File: src/include/appb_params.svh
/*
  Offsets, field limits, reset values and voltage tables of the parameter bank.
  Assumes a plain register port whose address is the register number itself.
*/
`ifndef APPB_PARAMS_SVH
`define APPB_PARAMS_SVH

`define APPB_ADDR_W 8
`define APPB_DATA_W 16
`define APPB_NREG 23

`define APPB_ADDR_BASE 8'h72
`define APPB_ADDR_VREG_MODE 8'h72
`define APPB_ADDR_VREG_SEL 8'h73
`define APPB_ADDR_SECOND_ACCEL_PROFILE_HI_M1 8'h74
`define APPB_ADDR_SECOND_ACCEL_PROFILE_LO_M1 8'h75
`define APPB_ADDR_SECOND_ACCEL_PROFILE_HI_M2 8'h76
`define APPB_ADDR_SECOND_ACCEL_PROFILE_LO_M2 8'h77
`define APPB_ADDR_SECOND_DECEL_PROFILE_HI_M1 8'h78
`define APPB_ADDR_SECOND_DECEL_PROFILE_LO_M1 8'h79
`define APPB_ADDR_SECOND_DECEL_PROFILE_HI_M2 8'h7a
`define APPB_ADDR_SECOND_DECEL_PROFILE_LO_M2 8'h7b
`define APPB_ADDR_SW_M1 8'h7c
`define APPB_ADDR_SW_M2 8'h7d
`define APPB_ADDR_ACC_TR_M1 8'h7e
`define APPB_ADDR_ACC_TR_M2 8'h7f
`define APPB_ADDR_DEC_TR_M1 8'h80
`define APPB_ADDR_DEC_TR_M2 8'h81
`define APPB_ADDR_ACC_CURVE 8'h82
`define APPB_ADDR_DEC_CURVE 8'h83
`define APPB_ADDR_CI_FS 8'h84
`define APPB_ADDR_CI_FE 8'h85
`define APPB_ADDR_CI_PS 8'h86
`define APPB_ADDR_CI_PE 8'h87
`define APPB_ADDR_CI_SSEL 8'h88
`define APPB_ADDR_CALC_A 8'he3

// Legal ranges
`define APPB_MAX_MODE 32'h2
`define APPB_MAX_VSEL_200 32'h4
`define APPB_MAX_VSEL_400 32'h5
`define APPB_MIN_TIME 32'h1
`define APPB_MAX_TIME 32'h493e0
`define APPB_MAX_BIT 32'h1
`define APPB_MAX_FREQ 32'hfa0
`define APPB_MAX_PCT 32'h64
`define APPB_MAX_SRC 32'h4
`define APPB_TIME_COARSE 32'h2710
`define APPB_TIME_DIGIT 32'ha

// Reset values
`define APPB_RST_MODE 16'h0
`define APPB_RST_VSEL 16'h0
`define APPB_RST_TIME_HI 16'h0
`define APPB_RST_TIME_LO 16'h3e8
`define APPB_RST_BIT 16'h0
`define APPB_RST_FREQ 16'h0
`define APPB_RST_PCT_S 16'h0
`define APPB_RST_PCT_E 16'h64
`define APPB_RST_SRC 16'h0

// Regulated voltages in volts
`define APPB_V200_0 9'hc8
`define APPB_V200_1 9'hd7
`define APPB_V200_2 9'hdc
`define APPB_V200_3 9'he6
`define APPB_V200_4 9'hf0
`define APPB_V400_0 9'h17c
`define APPB_V400_1 9'h190
`define APPB_V400_2 9'h19f
`define APPB_V400_3 9'h1b8
`define APPB_V400_4 9'h1cc
`define APPB_V400_5 9'h1e0

`endif

File: src/include/appb_pkg.sv
/*
  Types of the parameter bank: register array and state record.
  Assumes appb_params.svh is on the include path.
*/
`include "appb_params.svh"
package appb_pkg;

  typedef logic [`APPB_DATA_W-1:0] appb_word_t;

  typedef struct packed {
    appb_word_t [`APPB_NREG-1:0] regs;
    appb_word_t calc_src;
    appb_word_t rdata;
    logic [1:0] term_sync;
    logic [1:0] class_sync;
    logic [8:0] volts;
    logic [18:0] second_accel_profile_time;
    logic [18:0] second_decel_profile_time;
    logic use_second_accel_profile;
    logic use_second_decel_profile;
    logic [11:0] scaled_freq;
  } appb_state_t;

endpackage : appb_pkg

File: src/rtl/appb_range_chk.sv
/*
  Range check of one candidate register value against inclusive bounds.
  Assumes bounds are chosen by the caller for the addressed register.
*/
module appb_range_chk (
  input wire logic [31:0] value,
  input wire logic [31:0] lo_lim,
  input wire logic [31:0] hi_lim,
  output logic ok
);

  assign ok = (value >= lo_lim) && (value <= hi_lim);

endmodule : appb_range_chk

File: src/rtl/appb_bank.sv
/*
  Holding-register bank for output voltage regulation, second ramp segments,
  profile switching, ramp curves, current-input scaling and calc operand source.
  Assumes a single-cycle register port on clk; pins are synchronised here,
  frequency, percent and motor selection come from logic on clk.
*/
`include "appb_params.svh"
module appb_bank
  import appb_pkg::*;
(
  input wire logic clk,
  input wire logic rst_n,
  input wire logic [`APPB_ADDR_W-1:0] addr,
  input wire logic [`APPB_DATA_W-1:0] wdata,
  input wire logic wr,
  input wire logic rd,
  output logic [`APPB_DATA_W-1:0] rdata,
  input wire logic class_400_pin,
  input wire logic profile_select_terminal,
  input wire logic motor2_sel,
  input wire logic [11:0] out_freq,
  input wire logic [6:0] current_input_terminal,
  output logic regulation_active,
  output logic regulation_off_in_decel,
  output logic [8:0] regulated_volts,
  output logic [18:0] second_accel_time,
  output logic [18:0] second_decel_time,
  output logic use_second_accel,
  output logic use_second_decel,
  output logic accel_s_curve,
  output logic decel_s_curve,
  output logic [11:0] scaled_freq,
  output logic [4:0] first_operand_source
);

  // ---------------------------------------------------------------
  // Register state
  // ---------------------------------------------------------------
  localparam int unsigned IDX_W = 5;

  function automatic logic [IDX_W-1:0] idx(input logic [`APPB_ADDR_W-1:0] a);
    logic [`APPB_ADDR_W-1:0] d;
    d = a - `APPB_ADDR_BASE;
    return d[IDX_W-1:0];
  endfunction : idx

  function automatic appb_state_t rst_state();
    appb_state_t s;
    s = '0;
    s.regs[idx(`APPB_ADDR_VREG_MODE)] = `APPB_RST_MODE;
    s.regs[idx(`APPB_ADDR_VREG_SEL)] = `APPB_RST_VSEL;
    s.regs[idx(`APPB_ADDR_SECOND_ACCEL_PROFILE_HI_M1)] = `APPB_RST_TIME_HI;
    s.regs[idx(`APPB_ADDR_SECOND_ACCEL_PROFILE_LO_M1)] = `APPB_RST_TIME_LO;
    s.regs[idx(`APPB_ADDR_SECOND_ACCEL_PROFILE_HI_M2)] = `APPB_RST_TIME_HI;
    s.regs[idx(`APPB_ADDR_SECOND_ACCEL_PROFILE_LO_M2)] = `APPB_RST_TIME_LO;
    s.regs[idx(`APPB_ADDR_SECOND_DECEL_PROFILE_HI_M1)] = `APPB_RST_TIME_HI;
    s.regs[idx(`APPB_ADDR_SECOND_DECEL_PROFILE_LO_M1)] = `APPB_RST_TIME_LO;
    s.regs[idx(`APPB_ADDR_SECOND_DECEL_PROFILE_HI_M2)] = `APPB_RST_TIME_HI;
    s.regs[idx(`APPB_ADDR_SECOND_DECEL_PROFILE_LO_M2)] = `APPB_RST_TIME_LO;
    s.regs[idx(`APPB_ADDR_SW_M1)] = `APPB_RST_BIT;
    s.regs[idx(`APPB_ADDR_SW_M2)] = `APPB_RST_BIT;
    s.regs[idx(`APPB_ADDR_ACC_TR_M1)] = `APPB_RST_FREQ;
    s.regs[idx(`APPB_ADDR_ACC_TR_M2)] = `APPB_RST_FREQ;
    s.regs[idx(`APPB_ADDR_DEC_TR_M1)] = `APPB_RST_FREQ;
    s.regs[idx(`APPB_ADDR_DEC_TR_M2)] = `APPB_RST_FREQ;
    s.regs[idx(`APPB_ADDR_ACC_CURVE)] = `APPB_RST_BIT;
    s.regs[idx(`APPB_ADDR_DEC_CURVE)] = `APPB_RST_BIT;
    s.regs[idx(`APPB_ADDR_CI_FS)] = `APPB_RST_FREQ;
    s.regs[idx(`APPB_ADDR_CI_FE)] = `APPB_RST_FREQ;
    s.regs[idx(`APPB_ADDR_CI_PS)] = `APPB_RST_PCT_S;
    s.regs[idx(`APPB_ADDR_CI_PE)] = `APPB_RST_PCT_E;
    s.regs[idx(`APPB_ADDR_CI_SSEL)] = `APPB_RST_BIT;
    s.calc_src = `APPB_RST_SRC;
    s.volts = `APPB_V200_0;
    s.second_accel_profile_time = 19'(`APPB_RST_TIME_LO);
    s.second_decel_profile_time = 19'(`APPB_RST_TIME_LO);
    return s;
  endfunction : rst_state

  localparam appb_state_t RST_STATE = rst_state();

  appb_state_t st_ff;
  appb_state_t nxt_st;

  function automatic appb_word_t rg(input appb_state_t s, input logic [`APPB_ADDR_W-1:0] a);
    return s.regs[idx(a)];
  endfunction : rg

  // ---------------------------------------------------------------
  // Write qualification
  // ---------------------------------------------------------------
  logic mapped;
  logic cls400;
  logic [31:0] cand;
  logic [31:0] lo_lim;
  logic [31:0] hi_lim;
  logic wr_ok;

  assign cls400 = st_ff.class_sync[1];
  assign mapped = (addr == `APPB_ADDR_CALC_A) ||
                  ((addr >= `APPB_ADDR_BASE) && (addr <= `APPB_ADDR_CI_SSEL));

  always_comb begin
    cand = {16'h0, wdata};
    lo_lim = 32'h0;
    hi_lim = `APPB_MAX_BIT;
    unique case (addr)
      `APPB_ADDR_VREG_MODE: hi_lim = `APPB_MAX_MODE;
      // Code 5 exists only for the 400 V class
      `APPB_ADDR_VREG_SEL: hi_lim = cls400 ? `APPB_MAX_VSEL_400 : `APPB_MAX_VSEL_200;
      // Either half is checked against the other stored half, so a pair
      // may have to be written in a particular order to stay legal
      `APPB_ADDR_SECOND_ACCEL_PROFILE_HI_M1, `APPB_ADDR_SECOND_ACCEL_PROFILE_HI_M2,
      `APPB_ADDR_SECOND_DECEL_PROFILE_HI_M1, `APPB_ADDR_SECOND_DECEL_PROFILE_HI_M2: begin
        cand = {wdata, st_ff.regs[idx(addr) + 5'h1]};
        lo_lim = `APPB_MIN_TIME;
        hi_lim = `APPB_MAX_TIME;
      end
      `APPB_ADDR_SECOND_ACCEL_PROFILE_LO_M1, `APPB_ADDR_SECOND_ACCEL_PROFILE_LO_M2,
      `APPB_ADDR_SECOND_DECEL_PROFILE_LO_M1, `APPB_ADDR_SECOND_DECEL_PROFILE_LO_M2: begin
        cand = {st_ff.regs[idx(addr) - 5'h1], wdata};
        lo_lim = `APPB_MIN_TIME;
        hi_lim = `APPB_MAX_TIME;
      end
      `APPB_ADDR_ACC_TR_M1, `APPB_ADDR_ACC_TR_M2,
      `APPB_ADDR_DEC_TR_M1, `APPB_ADDR_DEC_TR_M2,
      `APPB_ADDR_CI_FS, `APPB_ADDR_CI_FE: hi_lim = `APPB_MAX_FREQ;
      `APPB_ADDR_CI_PS, `APPB_ADDR_CI_PE: hi_lim = `APPB_MAX_PCT;
      `APPB_ADDR_CALC_A: hi_lim = `APPB_MAX_SRC;
      default: hi_lim = `APPB_MAX_BIT;
    endcase
  end

  appb_range_chk u_chk (
    .value(cand),
    .lo_lim(lo_lim),
    .hi_lim(hi_lim),
    .ok(wr_ok)
  );

  // ---------------------------------------------------------------
  // Derived values for the selected motor
  // ---------------------------------------------------------------
  logic [31:0] second_accel_profile_raw;
  logic [31:0] second_decel_profile_raw;
  logic [15:0] sw_method;
  logic [15:0] acc_tr;
  logic [15:0] dec_tr;
  logic [8:0] volts_dec;

  assign second_accel_profile_raw = motor2_sel ?
    {rg(st_ff, `APPB_ADDR_SECOND_ACCEL_PROFILE_HI_M2), rg(st_ff, `APPB_ADDR_SECOND_ACCEL_PROFILE_LO_M2)} :
    {rg(st_ff, `APPB_ADDR_SECOND_ACCEL_PROFILE_HI_M1), rg(st_ff, `APPB_ADDR_SECOND_ACCEL_PROFILE_LO_M1)};
  assign second_decel_profile_raw = motor2_sel ?
    {rg(st_ff, `APPB_ADDR_SECOND_DECEL_PROFILE_HI_M2), rg(st_ff, `APPB_ADDR_SECOND_DECEL_PROFILE_LO_M2)} :
    {rg(st_ff, `APPB_ADDR_SECOND_DECEL_PROFILE_HI_M1), rg(st_ff, `APPB_ADDR_SECOND_DECEL_PROFILE_LO_M1)};
  assign sw_method = motor2_sel ? rg(st_ff, `APPB_ADDR_SW_M2) : rg(st_ff, `APPB_ADDR_SW_M1);
  assign acc_tr = motor2_sel ? rg(st_ff, `APPB_ADDR_ACC_TR_M2) :
                               rg(st_ff, `APPB_ADDR_ACC_TR_M1);
  assign dec_tr = motor2_sel ? rg(st_ff, `APPB_ADDR_DEC_TR_M2) :
                               rg(st_ff, `APPB_ADDR_DEC_TR_M1);

  // Long ramps lose the hundredths digit
  function automatic logic [18:0] coarse(input logic [31:0] t);
    logic [31:0] r;
    r = t;
    if (t >= `APPB_TIME_COARSE) begin
      r = t - (t % `APPB_TIME_DIGIT);
    end
    return r[18:0];
  endfunction : coarse

  always_comb begin
    volts_dec = `APPB_V200_0;
    if (cls400) begin
      unique case (rg(st_ff, `APPB_ADDR_VREG_SEL))
        16'h0: volts_dec = `APPB_V400_0;
        16'h1: volts_dec = `APPB_V400_1;
        16'h2: volts_dec = `APPB_V400_2;
        16'h3: volts_dec = `APPB_V400_3;
        16'h4: volts_dec = `APPB_V400_4;
        default: volts_dec = `APPB_V400_5;
      endcase
    end else begin
      unique case (rg(st_ff, `APPB_ADDR_VREG_SEL))
        16'h0: volts_dec = `APPB_V200_0;
        16'h1: volts_dec = `APPB_V200_1;
        16'h2: volts_dec = `APPB_V200_2;
        16'h3: volts_dec = `APPB_V200_3;
        // A code kept from the 400 V class saturates at the top step
        default: volts_dec = `APPB_V200_4;
      endcase
    end
  end

  // ---------------------------------------------------------------
  // Current-input scaling
  // ---------------------------------------------------------------
  logic signed [31:0] fs;
  logic signed [31:0] fe;
  logic signed [31:0] ps;
  logic signed [31:0] pe;
  logic signed [31:0] pc;
  logic signed [31:0] interp;
  logic [11:0] scale_dec;

  assign fs = $signed({16'h0, rg(st_ff, `APPB_ADDR_CI_FS)});
  assign fe = $signed({16'h0, rg(st_ff, `APPB_ADDR_CI_FE)});
  assign ps = $signed({16'h0, rg(st_ff, `APPB_ADDR_CI_PS)});
  assign pe = $signed({16'h0, rg(st_ff, `APPB_ADDR_CI_PE)});
  assign pc = $signed({25'h0, current_input_terminal});

  always_comb begin
    interp = fs;
    scale_dec = fs[11:0];
    if (pc < ps) begin
      scale_dec = (rg(st_ff, `APPB_ADDR_CI_SSEL) == 16'h1) ? 12'h0 : fs[11:0];
    end else if (pc >= pe) begin
      // An empty or inverted range gives the end frequency for inputs at or above the start
      scale_dec = fe[11:0];
    end else begin
      interp = fs + ((fe - fs) * (pc - ps)) / (pe - ps);
      scale_dec = interp[11:0];
    end
  end

  // ---------------------------------------------------------------
  // Next state
  // ---------------------------------------------------------------
  always_comb begin
    nxt_st = st_ff;
    nxt_st.term_sync = {st_ff.term_sync[0], profile_select_terminal};
    nxt_st.class_sync = {st_ff.class_sync[0], class_400_pin};
    if (wr && mapped && wr_ok) begin
      if (addr == `APPB_ADDR_CALC_A) begin
        nxt_st.calc_src = wdata;
      end else begin
        nxt_st.regs[idx(addr)] = wdata;
      end
    end
    nxt_st.rdata = 16'h0;
    if (rd && mapped) begin
      nxt_st.rdata = (addr == `APPB_ADDR_CALC_A) ? st_ff.calc_src : st_ff.regs[idx(addr)];
    end
    nxt_st.volts = volts_dec;
    nxt_st.second_accel_profile_time = coarse(second_accel_profile_raw);
    nxt_st.second_decel_profile_time = coarse(second_decel_profile_raw);
    if (sw_method == 16'h0) begin
      nxt_st.use_second_accel_profile = st_ff.term_sync[1];
      nxt_st.use_second_decel_profile = st_ff.term_sync[1];
    end else begin
      nxt_st.use_second_accel_profile = {4'h0, out_freq} >= acc_tr;
      // Falling frequency crosses the decel point from above
      nxt_st.use_second_decel_profile = {4'h0, out_freq} < dec_tr;
    end
    nxt_st.scaled_freq = scale_dec;
  end

  always_ff @(posedge clk or negedge rst_n) begin
    if (!rst_n) begin
      st_ff <= RST_STATE;
    end else begin
      st_ff <= nxt_st;
    end
  end

  // ---------------------------------------------------------------
  // Outputs
  // ---------------------------------------------------------------
  assign rdata = st_ff.rdata;
  assign regulation_active = rg(st_ff, `APPB_ADDR_VREG_MODE) != 16'h1;
  assign regulation_off_in_decel = rg(st_ff, `APPB_ADDR_VREG_MODE) == 16'h2;
  assign regulated_volts = st_ff.volts;
  assign second_accel_time = st_ff.second_accel_profile_time;
  assign second_decel_time = st_ff.second_decel_profile_time;
  assign use_second_accel = st_ff.use_second_accel_profile;
  assign use_second_decel = st_ff.use_second_decel_profile;
  assign accel_s_curve = rg(st_ff, `APPB_ADDR_ACC_CURVE) == 16'h1;
  assign decel_s_curve = rg(st_ff, `APPB_ADDR_DEC_CURVE) == 16'h1;
  assign scaled_freq = st_ff.scaled_freq;
  assign first_operand_source = 5'h1 << st_ff.calc_src[2:0];
endmodule : appb_bank

File: config.mk
export PLATFORM = sky130hd
export DESIGN_NAME = appb_bank
export DESIGN_NICKNAME = d
export VERILOG_FILES = /design/src/include/appb_pkg.sv /design/src/rtl/appb_range_chk.sv /design/src/rtl/appb_bank.sv
export VERILOG_INCLUDE_DIRS = /design/src /design/src/include
export SDC_FILE = /design/constraint.sdc
export NUM_CORES = 2
export LEC_CHECK = 0
export ABC_CLOCK_PERIOD_IN_PS = 119700
export BUFFER_PORTS_ARGS = -buffer_cell sky130_fd_sc_hd__buf_2
export CORE_MARGIN = 5
export CORE_UTILIZATION = 50
export CTS_CLUSTER_DIAMETER = 30
export CTS_CLUSTER_SIZE = 28
export DETAILED_ROUTE_END_ITERATION = 8
export PLACE_DENSITY = 0.71
export SYNTH_ARGS = -nofsm -noshare
export SYNTH_HDL_FRONTEND = slang
export SYNTH_SLANG_ARGS = --single-unit
File: constraint.sdc
create_clock -name clk -period 119.7 [get_ports clk]
set_clock_uncertainty 0.15 [all_clocks]
set_input_delay 5.985 -clock clk [delete_from_list [all_inputs] [get_ports clk]]
set_output_delay 5.985 -clock clk [all_outputs]
set_load 0.05 [all_outputs]
==> metrics.cfg <==
[finish]
final_cells=12242
n_fill_cell=12184
layout-drive-gt1-share_pct=29.6
nets=11306
area_delta_synth_final_pct=24.7
final_cell_mix=buf_4, nor2_1, ha_1, nand2_1, inv_1
final_common_cell=buf_4

[yosys]
ys.flop_type=dfrtp_1
synth_edf_count=0
yosysUniqueCellTypes=129
synthesis.area_sq_mm=0.0745
yosys_register_bits=465
syn_area_per_cell_sq_um=8.35
synthCells=8926
yosysWarnings=0
yosysSeqAreaShare_pct=15.7
ys_async_sr_fraction_pct=100

[worst_setup_path]
cpPeakStageDelay_ps=550
critPathSlowestCell=fa_1
startpoint=current_input_terminal[0]
worstPathArrival_ps=120290
reg2reg_from=fs[1]
cpMostUsedCell=o21a_1
critPathMaxFanout=8
critical_path.endpoint_type=register
critPathLaunchType=primary input
path_class=primary input to register
worstPathRequired_ps=120070

[placement]
place.detailed.hpwl_um=200000
port_buffers=135
dp.cells=11669
place_congestion=1.01

[grt]
grt-ovfl-total=0
grt_max_degree=182
grt_pass1_wl_um=409000
grt_antenna_before_repair=31
globalRouteTotalUtil_pct=32.3
grt_pass1_vias=74211

[routing]
drt_iter0_markers=7258
ant_nets=0
viasPerCell=6.31
firstDrtPassIters=8
routed_wl_um=271000
wl_per_cell_um=22.1
vias=77256
drc=0

[clocking]
path_clk_slew_ps=50
cts_max_level=3
cts_tree=built
cts_buffers=102
clk_path_buf_depth=3
cts.sinks=465
cts_root_buffer=clkbuf_16
ctsHoldBuffers=0
clock_latency_ps=670

[die]
rows=141
die_w_um=396
die_area_sq_mm=0.157
core_area_sq_mm=0.148
dieHeight_um=396
io_pins=136
initial_utilization_pct=50.3

[sta]
report.final.setup_viol=1
fin_crit_sh_pct=100
rsz0062_at_grt=true
relSlewSlack_pct=9.74
whs_ps=210
drv_slew=0
setup_slack_ps=-224
clock.fmax_mhz=8.34
worst_slew_pin_slew_ps=1340
period_needed_ps=119920
setup_tns_ps=-224
hold_violations=0

[hold_path]
min_from=nxt_st[64]
worst_hold_path_type=register to register

[outcome]
violations=setup timing
status=finished with violations

[job]
max_cap_violations=0

==> worst max-delay path: cells and delay by family <==
family	cells	cell delay, ps
AO/OA/AOI/OAI	557	97760
AND/OR/NAND/NOR	202	21430
adder cells (fa/ha/maj)	51	14800
buffers and inverters	104	11830
multiplexers	9	2380
XOR/XNOR	4	620
==> per-layer routing <==
metal / GRT usage (%) / vias up / wire (um)
met3: 6.33 / 1001 / 25700
met5: 0 / - / 71
met1: 40.3 / 37354 / 103000
li1: - / 34950 / -
met4: 17.7 / 12 / 17200
met2: 52.5 / 3939 / 124000
==> flip-flops by register name, indices dropped and copies added (netlist names) <==
name	count
use_second_decel	1
cls400	1
scaled_freq	12
fs	16
st_ff	321
fe	16
ps	16
second_decel_time	19
rdata	16
nxt_st	2
second_accel_time	19
regulated_volts	9
pe	16
use_second_accel	1
==> stage by stage <==
stage | area (sq um) | util (%) | worst slack, ps
2_1_floorplan | 75400 | - | 0.270
3_3_place_gp | 84500 | 57.1 | 140
3_5_place_dp | 84500 | 57.1 | -3360
4_1_cts | 89600 | 60.6 | -212
5_1_grt | 92900 | 62.8 | -6590
6_report | 93000 | 62.8 | -224
==> kinds of logic (layout without fill, tap and decap cells) <==
logic type | Yosys count | count (layout) | synth area share, %
simple gates | 2893 | 2893 | 18.8
mux | 799 | 799 | 14.5
fa+ha+maj | 1049 | 1049 | 20.5
buf+inv | 1155 | 2407 | 6.31
compound gates | 2227 | 2227 | 20.2
xor+xnor | 337 | 337 | 3.97
other cells | 1 | 135 | 0.00503
flops | 465 | 465 | 15.7
==> synthesized netlist by cell type, drive strengths merged (20+ instances only) <==
cell type,instances,area share [%]
nor2,816,4.1
ha,760,13
nand2,645,3.2
inv,620,3.1
o21ai,510,3.4
mux2,470,7.1
nor3,457,3.1
a21oi,436,3.0
dfrtp,423,14
clkbuf,366,1.8
o21a,363,3.7
fa,286,7.7
xnor2,239,2.8
mux4,178,5.4
buf,153,1.3
nand3,153,1.0
mux2i,151,2.1
a21o,143,1.4
or3,130,1.1
nand2b,124,1.0
nor2b,118,1.0
xor2,98,1.2
nor4,92,0.81
a211oi,88,0.89
a31oi,83,0.74
and2,80,0.67
o211ai,77,0.82
o31ai,67,0.70
nand4,61,0.51
and3,51,0.43
dfstp,42,1.5
or2,40,0.34
a21boi,39,0.39
or4,35,0.37
o21bai,34,0.34
o221ai,28,0.34
nand3b,24,0.24
o311ai,24,0.28
o22ai,23,0.20
a211o,22,0.26
a22oi,22,0.22
a2111oi,20,0.31
a311oi,20,0.25
o2111ai,20,0.24
==> worst paths after layout <==
kind	to	slack (ps)	cells after the start
worst max-delay path	scaled_freq[11]	-220	927
worst min-delay path	st_ff[64]	210	0
worst max register to register	scaled_freq[11]	1830	716
worst min register to register	st_ff[64]	210	0
max in group asynchronous	pe[10]	112500	2
min in group asynchronous	second_decel_time[15]	5270	1
==> cell type report <==
type	instances	area (sq um)	area share, %
Antenna cell	15	37.5	0.0404
Clock buffer	117	2710	2.92
Clock inverter	74	942	1.01
Inverter	636	2400	2.59
Multi-Input combinational cell	7425	61100	65.7
Sequential cell	465	11700	12.6
Tap cell	1930	2410	2.60
Timing Repair Buffer	1580	11700	12.6
==> what timing repair did <==
action                                  in CTS  in global routing
pin swaps                                   86                328
buffers inserted                           168                206
cloned                                       0                  0
endpoints found under the setup margin      12                 12
gates resized for setup                     87                401
Power is not shown: default switching activity piles up to over one toggle a cycle in this logic, so the estimate is an artifact.
